==> src/hw/pacf_pkg.sv <==
package pacf_pkg;

  // Register byte addresses
  localparam logic [7:0] PACF_OFS_CONTROL = 8'h20;
  localparam logic [7:0] PACF_OFS_FLAGS   = 8'h24;
  localparam logic [7:0] PACF_OFS_COUNT   = 8'h28;
  localparam logic [7:0] PACF_OFS_SYSCTL  = 8'h2c;

  // Control register fields
  localparam int unsigned PACF_CTL_ENABLE = 6;
  localparam int unsigned PACF_CTL_MODE   = 5;
  localparam int unsigned PACF_CTL_EDGE   = 4;
  localparam int unsigned PACF_CTL_CLK_HI = 3;
  localparam int unsigned PACF_CTL_CLK_LO = 2;
  localparam int unsigned PACF_CTL_OVF_IE = 1;
  localparam int unsigned PACF_CTL_IN_IE  = 0;
  localparam logic [7:0]  PACF_CTL_MASK   = 8'h7f;

  // Flag register fields
  localparam int unsigned PACF_FLG_OVF  = 1;
  localparam int unsigned PACF_FLG_IN   = 0;
  localparam logic [1:0]  PACF_FLG_ALL  = 2'h3;

  // Timer system control fields
  localparam int unsigned PACF_SYS_TEN  = 7;
  localparam int unsigned PACF_SYS_FFC  = 4;
  localparam logic [7:0]  PACF_SYS_MASK = 8'h90;

  // Reset values
  localparam logic [7:0]  PACF_CTL_RESET = 8'h00;
  localparam logic [1:0]  PACF_FLG_RESET = 2'h0;
  localparam logic [7:0]  PACF_SYS_RESET = 8'h00;
  localparam logic [15:0] PACF_CNT_RESET = 16'h0000;

  // Counting constants
  localparam int unsigned PACF_GATE_DIV  = 64;
  localparam logic [15:0] PACF_CNT_MAX   = 16'hffff;
  localparam logic [7:0]  PACF_LOW_MAX   = 8'hff;

  // Bus responses
  localparam logic [1:0]  PACF_RESP_OKAY   = 2'h0;
  localparam logic [1:0]  PACF_RESP_SLVERR = 2'h2;

  // Timer counter clock sources
  typedef enum logic [1:0] {
    PACF_CLK_PRESCALER = 2'h0,
    PACF_CLK_ACCUM     = 2'h1,
    PACF_CLK_DIV256    = 2'h2,
    PACF_CLK_DIV65536  = 2'h3
  } pacf_clksel_type;

  // AXI4-Lite master to slave
  typedef struct packed {
    logic [7:0]  awaddr;
    logic        awvalid;
    logic [31:0] wdata;
    logic [3:0]  wstrb;
    logic        wvalid;
    logic        bready;
    logic [7:0]  araddr;
    logic        arvalid;
    logic        rready;
  } pacf_axi_req_type;

  // AXI4-Lite slave to master
  typedef struct packed {
    logic        awready;
    logic        wready;
    logic [1:0]  bresp;
    logic        bvalid;
    logic        arready;
    logic [31:0] rdata;
    logic [1:0]  rresp;
    logic        rvalid;
  } pacf_axi_rsp_type;

  // Whole state of the accumulator top
  typedef struct packed {
    logic [7:0]  ctrl;
    logic [1:0]  flags;
    logic [7:0]  sysctl;
    logic [15:0] count;
    logic        pin_prev;
    logic        tick;
    logic        irq;
    logic        aw_got;
    logic [7:0]  awaddr;
    logic        w_got;
    logic [31:0] wdata;
    logic [3:0]  wstrb;
    logic        bvalid;
    logic [1:0]  bresp;
    logic        rvalid;
    logic [31:0] rdata;
    logic [1:0]  rresp;
  } pacf_state_type;

endpackage : pacf_pkg

==> src/hw/pacf_div.sv <==
`timescale 1ns/100ps
module pacf_div #(
  parameter int unsigned DIV = 64
) (
  // Clock and reset
  input  wire logic clk_in,
  input  wire logic reset_n_in,
  // Divider runs only while the timer runs
  input  wire logic run_in,
  output logic      tick_out
);

  localparam int unsigned W = (DIV > 1) ? $clog2(DIV) : 1;
  localparam logic [W-1:0] LAST = W'(DIV - 1);

  logic [W-1:0] cnt_q;

  // Elaboration check: a divider below two has no period to count
  if (DIV < 2) begin : g_bad_div
    $error("pacf_div: DIV must be at least 2");
  end

  // Held at zero while stopped, so no stray tick after restart
  always_ff @(posedge clk_in) begin
    if (!reset_n_in || !run_in) begin
      cnt_q <= '0;
    end else if (cnt_q == LAST) begin
      cnt_q <= '0;
    end else begin
      cnt_q <= cnt_q + W'(1);
    end
  end

  // One bus clock per period, none while stopped
  assign tick_out = run_in && (cnt_q == LAST);

endmodule : pacf_div

==> src/hw/pacf_sync.sv <==
`timescale 1ns/100ps
module pacf_sync (
  // Clock and reset
  input  wire logic clk_in,
  input  wire logic reset_n_in,
  // Asynchronous level in, synchronised level out
  input  wire logic async_in,
  output logic      sync_out
);

  logic meta_q;
  logic sync_q;

  // Two stages; only the second stage is ever looked at
  always_ff @(posedge clk_in) begin
    if (!reset_n_in) begin
      meta_q <= 1'b0;
      sync_q <= 1'b0;
    end else begin
      meta_q <= async_in;
      sync_q <= meta_q;
    end
  end

  assign sync_out = sync_q;

endmodule : pacf_sync

==> src/hw/pacf_top.sv <==
// Register access over AXI4-Lite was chosen for this implementation.
`timescale 1ns/100ps
module pacf_top
  import pacf_pkg::*;
#(
  parameter int unsigned GATE_DIV = PACF_GATE_DIV
) (
  // Clock and reset
  input  wire logic              clk_in,
  input  wire logic              reset_n_in,
  // Register bus
  input  wire pacf_axi_req_type  axi_req_in,
  output pacf_axi_rsp_type       axi_rsp_out,
  // Pin and timer prescaler
  input  wire logic              channel7_pin_in,
  input  wire logic              prescaler_tick_in,
  // Timer counter clock, count and interrupt
  output logic                   timer_tick_out,
  output logic [15:0]            accum_count_out,
  output logic                   irq_out
);

  // Elaboration check: the gate period is fixed, not tunable
  if (GATE_DIV != PACF_GATE_DIV) begin : g_bad_div
    $error("pacf_top: GATE_DIV must be 64");
  end

  pacf_state_type s_q;
  pacf_state_type s_d;
  logic           pin_sync;
  logic           div64_tick;
  logic           acc_en;
  logic           gated;
  logic           edge_sel;
  logic           timer_en;
  logic           rise;
  logic           fall;
  logic           sel_edge;
  logic           gate_on;
  logic           inc;
  logic           in_evt;
  logic           ovf_evt;
  logic           wr_fire;
  logic           rd_fire;
  logic           wr_count;
  logic           wr_flags;
  logic           cnt_access;
  logic           clr_allow;
  logic [1:0]     clr;
  logic           tick_sel;
  pacf_clksel_type clksel;

  // Pin shared with channel 7 capture, synchronised first
  pacf_sync u_pin_sync (
    .clk_in     (clk_in),
    .reset_n_in (reset_n_in),
    .async_in   (channel7_pin_in),
    .sync_out   (pin_sync)
  );

  // Gate clock derived from the timer's own run state
  pacf_div #(.DIV(GATE_DIV)) u_div64 (
    .clk_in     (clk_in),
    .reset_n_in (reset_n_in),
    .run_in     (timer_en),
    .tick_out   (div64_tick)
  );

  // Decoded control fields
  assign acc_en   = s_q.ctrl[PACF_CTL_ENABLE];
  assign gated    = acc_en && s_q.ctrl[PACF_CTL_MODE];
  assign edge_sel = s_q.ctrl[PACF_CTL_EDGE];
  assign timer_en = s_q.sysctl[PACF_SYS_TEN];
  assign clksel   = pacf_clksel_type'(
                      s_q.ctrl[PACF_CTL_CLK_HI:PACF_CTL_CLK_LO]);

  // Edge detect on the synchronised level only
  assign rise     = pin_sync && !s_q.pin_prev;
  assign fall     = !pin_sync && s_q.pin_prev;
  assign sel_edge = edge_sel ? rise : fall;
  // Edge 0 gates on high, edge 1 gates on low
  assign gate_on  = gated && (pin_sync ^ edge_sel);

  // Count events or gated ticks
  assign inc = acc_en && (s_q.ctrl[PACF_CTL_MODE]
                          ? (gate_on && div64_tick)
                          : sel_edge);
  // Same pin edge ends the gate or is the counted event
  assign in_evt  = acc_en && sel_edge;
  assign ovf_evt = inc && (s_q.count == PACF_CNT_MAX);

  // Bus decode
  assign wr_fire    = s_q.aw_got && s_q.w_got && !s_q.bvalid;
  assign rd_fire    = axi_req_in.arvalid && !s_q.rvalid;
  assign wr_count   = wr_fire && (s_q.awaddr == PACF_OFS_COUNT);
  assign wr_flags   = wr_fire && (s_q.awaddr == PACF_OFS_FLAGS);
  assign cnt_access = wr_count
                      || (rd_fire && axi_req_in.araddr == PACF_OFS_COUNT);
  assign clr_allow  = timer_en || acc_en;

  // Clear sources: write-one and fast clear on count access
  always_comb begin
    clr = '0;
    if (wr_flags && s_q.wstrb[0]) begin
      clr = s_q.wdata[1:0];
    end
    if (cnt_access && s_q.sysctl[PACF_SYS_FFC]) begin
      clr = PACF_FLG_ALL;
    end
    if (!clr_allow) begin
      clr = '0;
    end
  end

  // Timer counter clock; switches as soon as the field changes
  always_comb begin
    tick_sel = prescaler_tick_in;
    if (acc_en) begin
      unique case (clksel)
        PACF_CLK_PRESCALER: tick_sel = prescaler_tick_in;
        PACF_CLK_ACCUM:     tick_sel = inc;
        PACF_CLK_DIV256:    tick_sel = inc
                              && (s_q.count[7:0] == PACF_LOW_MAX);
        PACF_CLK_DIV65536:  tick_sel = ovf_evt;
      endcase
    end
  end

  // Next state of registers and bus slave
  always_comb begin
    s_d          = s_q;
    s_d.pin_prev = pin_sync;
    s_d.tick     = tick_sel;
    // Counter: a bus write beats a same-cycle increment
    s_d.count    = s_q.count + 16'(inc);
    if (wr_count) begin
      if (s_q.wstrb[0]) s_d.count[7:0]  = s_q.wdata[7:0];
      if (s_q.wstrb[1]) s_d.count[15:8] = s_q.wdata[15:8];
    end
    // Hardware set wins over any clear
    s_d.flags = (s_q.flags & ~clr) | {ovf_evt, in_evt};
    // Write address and data accepted in either order
    if (axi_req_in.awvalid && !s_q.aw_got && !s_q.bvalid) begin
      s_d.aw_got = 1'b1;
      s_d.awaddr = axi_req_in.awaddr;
    end
    if (axi_req_in.wvalid && !s_q.w_got && !s_q.bvalid) begin
      s_d.w_got = 1'b1;
      s_d.wdata = axi_req_in.wdata;
      s_d.wstrb = axi_req_in.wstrb;
    end
    if (wr_fire) begin
      s_d.aw_got = 1'b0;
      s_d.w_got  = 1'b0;
      s_d.bvalid = 1'b1;
      s_d.bresp  = PACF_RESP_OKAY;
      unique case (s_q.awaddr)
        PACF_OFS_CONTROL: if (s_q.wstrb[0])
                            s_d.ctrl = s_q.wdata[7:0] & PACF_CTL_MASK;
        PACF_OFS_SYSCTL:  if (s_q.wstrb[0])
                            s_d.sysctl = s_q.wdata[7:0] & PACF_SYS_MASK;
        PACF_OFS_FLAGS, PACF_OFS_COUNT: ;
        default:          s_d.bresp = PACF_RESP_SLVERR;
      endcase
    end
    if (s_q.bvalid && axi_req_in.bready) begin
      s_d.bvalid = 1'b0;
    end
    // Reads answer one cycle after the address is taken
    if (rd_fire) begin
      s_d.rvalid = 1'b1;
      s_d.rresp  = PACF_RESP_OKAY;
      s_d.rdata  = '0;
      unique case (axi_req_in.araddr)
        PACF_OFS_CONTROL: s_d.rdata[7:0]  = s_q.ctrl;
        PACF_OFS_FLAGS:   s_d.rdata[1:0]  = s_q.flags;
        PACF_OFS_COUNT:   s_d.rdata[15:0] = s_q.count;
        PACF_OFS_SYSCTL:  s_d.rdata[7:0]  = s_q.sysctl;
        default:          s_d.rresp       = PACF_RESP_SLVERR;
      endcase
    end else if (s_q.rvalid && axi_req_in.rready) begin
      s_d.rvalid = 1'b0;
    end
    // Level interrupt from unmasked sticky flags
    s_d.irq = (s_d.flags[PACF_FLG_OVF] && s_d.ctrl[PACF_CTL_OVF_IE])
           || (s_d.flags[PACF_FLG_IN] && s_d.ctrl[PACF_CTL_IN_IE]);
  end

  // State register
  always_ff @(posedge clk_in) begin
    if (!reset_n_in) begin
      s_q        <= '0;
      s_q.ctrl   <= PACF_CTL_RESET;
      s_q.flags  <= PACF_FLG_RESET;
      s_q.sysctl <= PACF_SYS_RESET;
      s_q.count  <= PACF_CNT_RESET;
    end else begin
      s_q <= s_d;
    end
  end

  // Outputs
  assign axi_rsp_out.awready = !s_q.aw_got && !s_q.bvalid;
  assign axi_rsp_out.wready  = !s_q.w_got && !s_q.bvalid;
  assign axi_rsp_out.bvalid  = s_q.bvalid;
  assign axi_rsp_out.bresp   = s_q.bresp;
  assign axi_rsp_out.arready = !s_q.rvalid;
  assign axi_rsp_out.rvalid  = s_q.rvalid;
  assign axi_rsp_out.rdata   = s_q.rdata;
  assign axi_rsp_out.rresp   = s_q.rresp;
  assign timer_tick_out      = s_q.tick;
  assign accum_count_out     = s_q.count;
  assign irq_out             = s_q.irq;
endmodule : pacf_top
==> config.mk <==
export PLATFORM = sky130hd
export DESIGN_NAME = pacf_top
export DESIGN_NICKNAME = d
export VERILOG_FILES = /design/src/hw/pacf_pkg.sv /design/src/hw/pacf_div.sv /design/src/hw/pacf_sync.sv /design/src/hw/pacf_top.sv
export SDC_FILE = /design/constraint.sdc
export NUM_CORES = 1
export LEC_CHECK = 0
export BUFFER_PORTS_ARGS = -buffer_cell sky130_fd_sc_hd__buf_2
export CORE_UTILIZATION = 30
export CTS_BUF_LIST = sky130_fd_sc_hd__clkbuf_8 sky130_fd_sc_hd__clkbuf_16
export CTS_CLUSTER_SIZE = 12
export DETAILED_ROUTE_END_ITERATION = 10
export SKIP_CTS_REPAIR_TIMING = 1
export SYNTH_ARGS = -nofsm -noshare
export SYNTH_HDL_FRONTEND = slang
export SYNTH_HIERARCHICAL = 1
export SYNTH_SLANG_ARGS = --single-unit
==> constraint.sdc <==
create_clock -name clk_in -period 2.3 [get_ports clk_in]
set_input_delay 0.115 -clock clk_in [delete_from_list [all_inputs] [get_ports clk_in]]
set_output_delay 0.115 -clock clk_in [all_outputs]
set_load 0.01 [all_outputs]
==> results.sh <==
export IMPL_dp_hpwl_um=7210
export IMPL_fin_ws_ns=-0.122
export IMPL_cp_slowest_cell="dfxtp_2"
export IMPL_pin_count=120
export IMPL_syn2layout_area_growth_pct=23.5
export IMPL_synth_commonest_cells="86 x dfxtp_1, 69 x nand2_1, 54 x buf_4, 54 x nor2_1, 37 x a21oi_1"
export IMPL_grt_usage_pct=14.3
export IMPL_synth_area_mm2=0.00400
export IMPL_fin_nets=606
export IMPL_skew_ns=0.00671
export IMPL_finalMaxSlewViolations=0
export IMPL_worstPathArrival_ns=2.65
export IMPL_start_util_pct=31.2
export IMPL_drt_pass1_iterations=4
export IMPL_ys_seq_area_share_pct=43.1
export IMPL_synth_most_common_cell="dfxtp_1"
export IMPL_tritoncts="yes"
export IMPL_synth_compound_area_share_pct=13.5
export IMPL_grt_overflow=0
export IMPL_leakage_nw=2.09
export IMPL_worstSetupEndpointType="flip-flop"
export IMPL_antenna_found_initial=0
export IMPL_clkSinkCount=86
export IMPL_drive_gt1_share_pct=28.3
export IMPL_timing_final_crit_share_pct=105
export IMPL_yosysTopAreaCell="dfxtp_1"
export IMPL_avgViaCountPerCell=4.63
export IMPL_tightest_slew_ns=0.676
export IMPL_ant_nets=0
export IMPL_setup_violations=9
export IMPL_crit_path_max_incr_delay_ns=0.36
export IMPL_final_hold_viol_count=0
export IMPL_clockBufferDepth=2
export IMPL_syn_area_per_cell_um2=8.43
export IMPL_synth_mux_area_share_pct=4.38
export IMPL_violations="setup timing"
export IMPL_numCtsBuffers=9
export IMPL_routedWlPerCell_um=13.4
export IMPL_num_vias=3329
export IMPL_status="complete, but fails checks"
export IMPL_yosys_area_share_simple_pct=21.4
export IMPL_synth_xor_area_share_pct=3.72
export IMPL_dieWidth_um=117
export IMPL_synth_edf_count=0
export IMPL_async_flop_share_pct=0
export IMPL_place_congestion=0.872
export IMPL_antenna_cells=0
export IMPL_dr_first_iter_drc_count=194
export IMPL_slew_headroom_pct=54.9
export IMPL_tns_ns=-0.679
export IMPL_ys_ff_latch=86
export IMPL_rows=41
export IMPL_crit_chain="ha_4, nand2_4, nor3_4, nand3b_1, o311ai_4, o211a_1, ha_4, nand4_1, buf_4, nor4_2, xnor2_1, a21oi_1"
export IMPL_power_density_mw_per_mm2=725
export IMPL_max_freq_ghz=0.413
export IMPL_grt_max_degree=29
export IMPL_synthAdderAreaFrac_pct=0.939
export IMPL_clock_latency_ns=0.34
export IMPL_ir_worst_vdd_uv=410
export IMPL_grt_pass1_vias=3050
export IMPL_dp_slack_ns=-0.161
export IMPL_synthTopCellsByArea="dfxtp_1 43%, buf_4 10%, nand2_1 6.5%"
export IMPL_h_tree_depth=3
export IMPL_drc_errors=0
export IMPL_start_kind="flip-flop"
export IMPL_die_height_um=117
export IMPL_ys_types=48
export IMPL_crit_buf_inv=1
export IMPL_required_ns=2.53
export IMPL_synth_ff_type="dfxtp_1"
export IMPL_synthCells=474
export IMPL_path_common_cell="ha_4"
export IMPL_cap_viol_max_count=0
export IMPL_critical_path_class="flip-flop to flip-flop"
export IMPL_die_area_mm2=0.0138
export IMPL_port_buffers=83
export IMPL_finish_utilization_pct=38.5
export IMPL_critPathMaxFanout=4
export IMPL_hp_class="primary input to flip-flop"
export IMPL_path_delay_family="simple AND/OR/NAND/NOR gates"
export IMPL_coreArea_mm2=0.0128
export IMPL_grt_pass1_wl_um=15600
export IMPL_root_buffer="clkbuf_16"
export IMPL_yosysWarnings=6
export IMPL_synth_top_family_by_area="simple AND/OR/NAND/NOR gates"
export IMPL_min_period_ns=2.42
export IMPL_wl_um=9630
export IMPL_clkTransAtPathRegs_ns=0.06
export IMPL_rsz0062_at_grt="true"
export IMPL_synth_top_cell_area_share_pct=43.1
-- cell usage in the layout (no fill, tap or decap), drive strengths merged, types with 12 or more instances in the layout --
master	count
nand2	69
a21oi	37
dfxtp	86
xnor2	12
conb	18
a22oi	16
mux2i	13
o21ai	14
nor2	54
buf	112
-- per-stage QoR --
stage | total power [mW] | cells | hold WS, ns | area (um^2)
floorplan | 1.78 | 491 | 0.237 | 4120
global placement | 1.84 | 698 | 0.358 | 4450
detailed placement | 1.84 | 698 | 0.358 | 4450
CTS | 3.63 | 714 | 0.000732 | 4820
global route | 3.72 | 719 | 0.0137 | 4940
finish | 3.58 | 719 | 0.0193 | 4940
-- metal layers --
metal | track usage, % | vias to the layer above | wire length (um)
met5 | 0 | - | 0
met2 | 22.1 | 97 | 4450
met3 | 4.18 | 12 | 596
li1 | - | 1687 | -
met4 | 5.44 | 0 | 157
met1 | 18.7 | 1533 | 4430
-- final cells by class --
cell class              count  area, um^2
repair buffers            113         647
well taps                 172         215
multi-input cells         324        1950
fillers                  1353        7890
flip-flops and latches     86        1720
inverters                   8        30.0
clock inverters             7         145
clock buffers               9         225
-- sequential cells by signal (all words and copies together) (netlist names) --
name / flops
s_q: 36
u_div64/cnt_q: 6
edge_sel: 1
timer_tick_out: 1
acc_en: 1
irq_out: 1
accum_count_out: 16
u_pin_sync/meta_q: 1
axi_rsp_out: 20
clksel: 2
u_pin_sync/sync_out: 1
-- worst register-to-register path: cells and delay by family (launching register included) --
family,cells,cell delay (ns)
and+or+nand+nor,5,0.78
adders and majority gates,2,0.33
xor gates and xnor gates,1,0.18
DFF,1,0.36
buffers and inverters,1,0.22
AOI/OAI and AO/OA,3,0.46
-- power by group --
group	switching (mW)	internal, mW	total, mW	leakage (nW)
Sequential	0.0338	1.54	1.57	0.700
Combinational	0.149	0.0901	0.240	1.21
Clock	0.596	1.18	1.77	0.176
Total	0.779	2.80	3.58	2.09
-- cell families after synthesis --
kind of cell / after synthesis
AOI/OAI and AO/OA: 88
DFF: 86
adders and majority gates: 3
xor gates and xnor gates: 17
other: 1
muxes: 17
buffers and inverters: 81
and+or+nand+nor: 181
-- worst paths after layout --
path | cells past startpoint | end | start | slack [ns]
setup / recovery | 12 | accum_count_out[15] | u_div64/cnt_q[0] | -0.12
setup reg to reg | 12 | accum_count_out[15] | u_div64/cnt_q[0] | -0.12
hold reg to reg | 1 | u_pin_sync/sync_out | u_pin_sync/meta_q | 0.44
hold / removal | 3 | s_q[81] | axi_req_in[55] | 0.02
(Power assumes the default switching activity.)
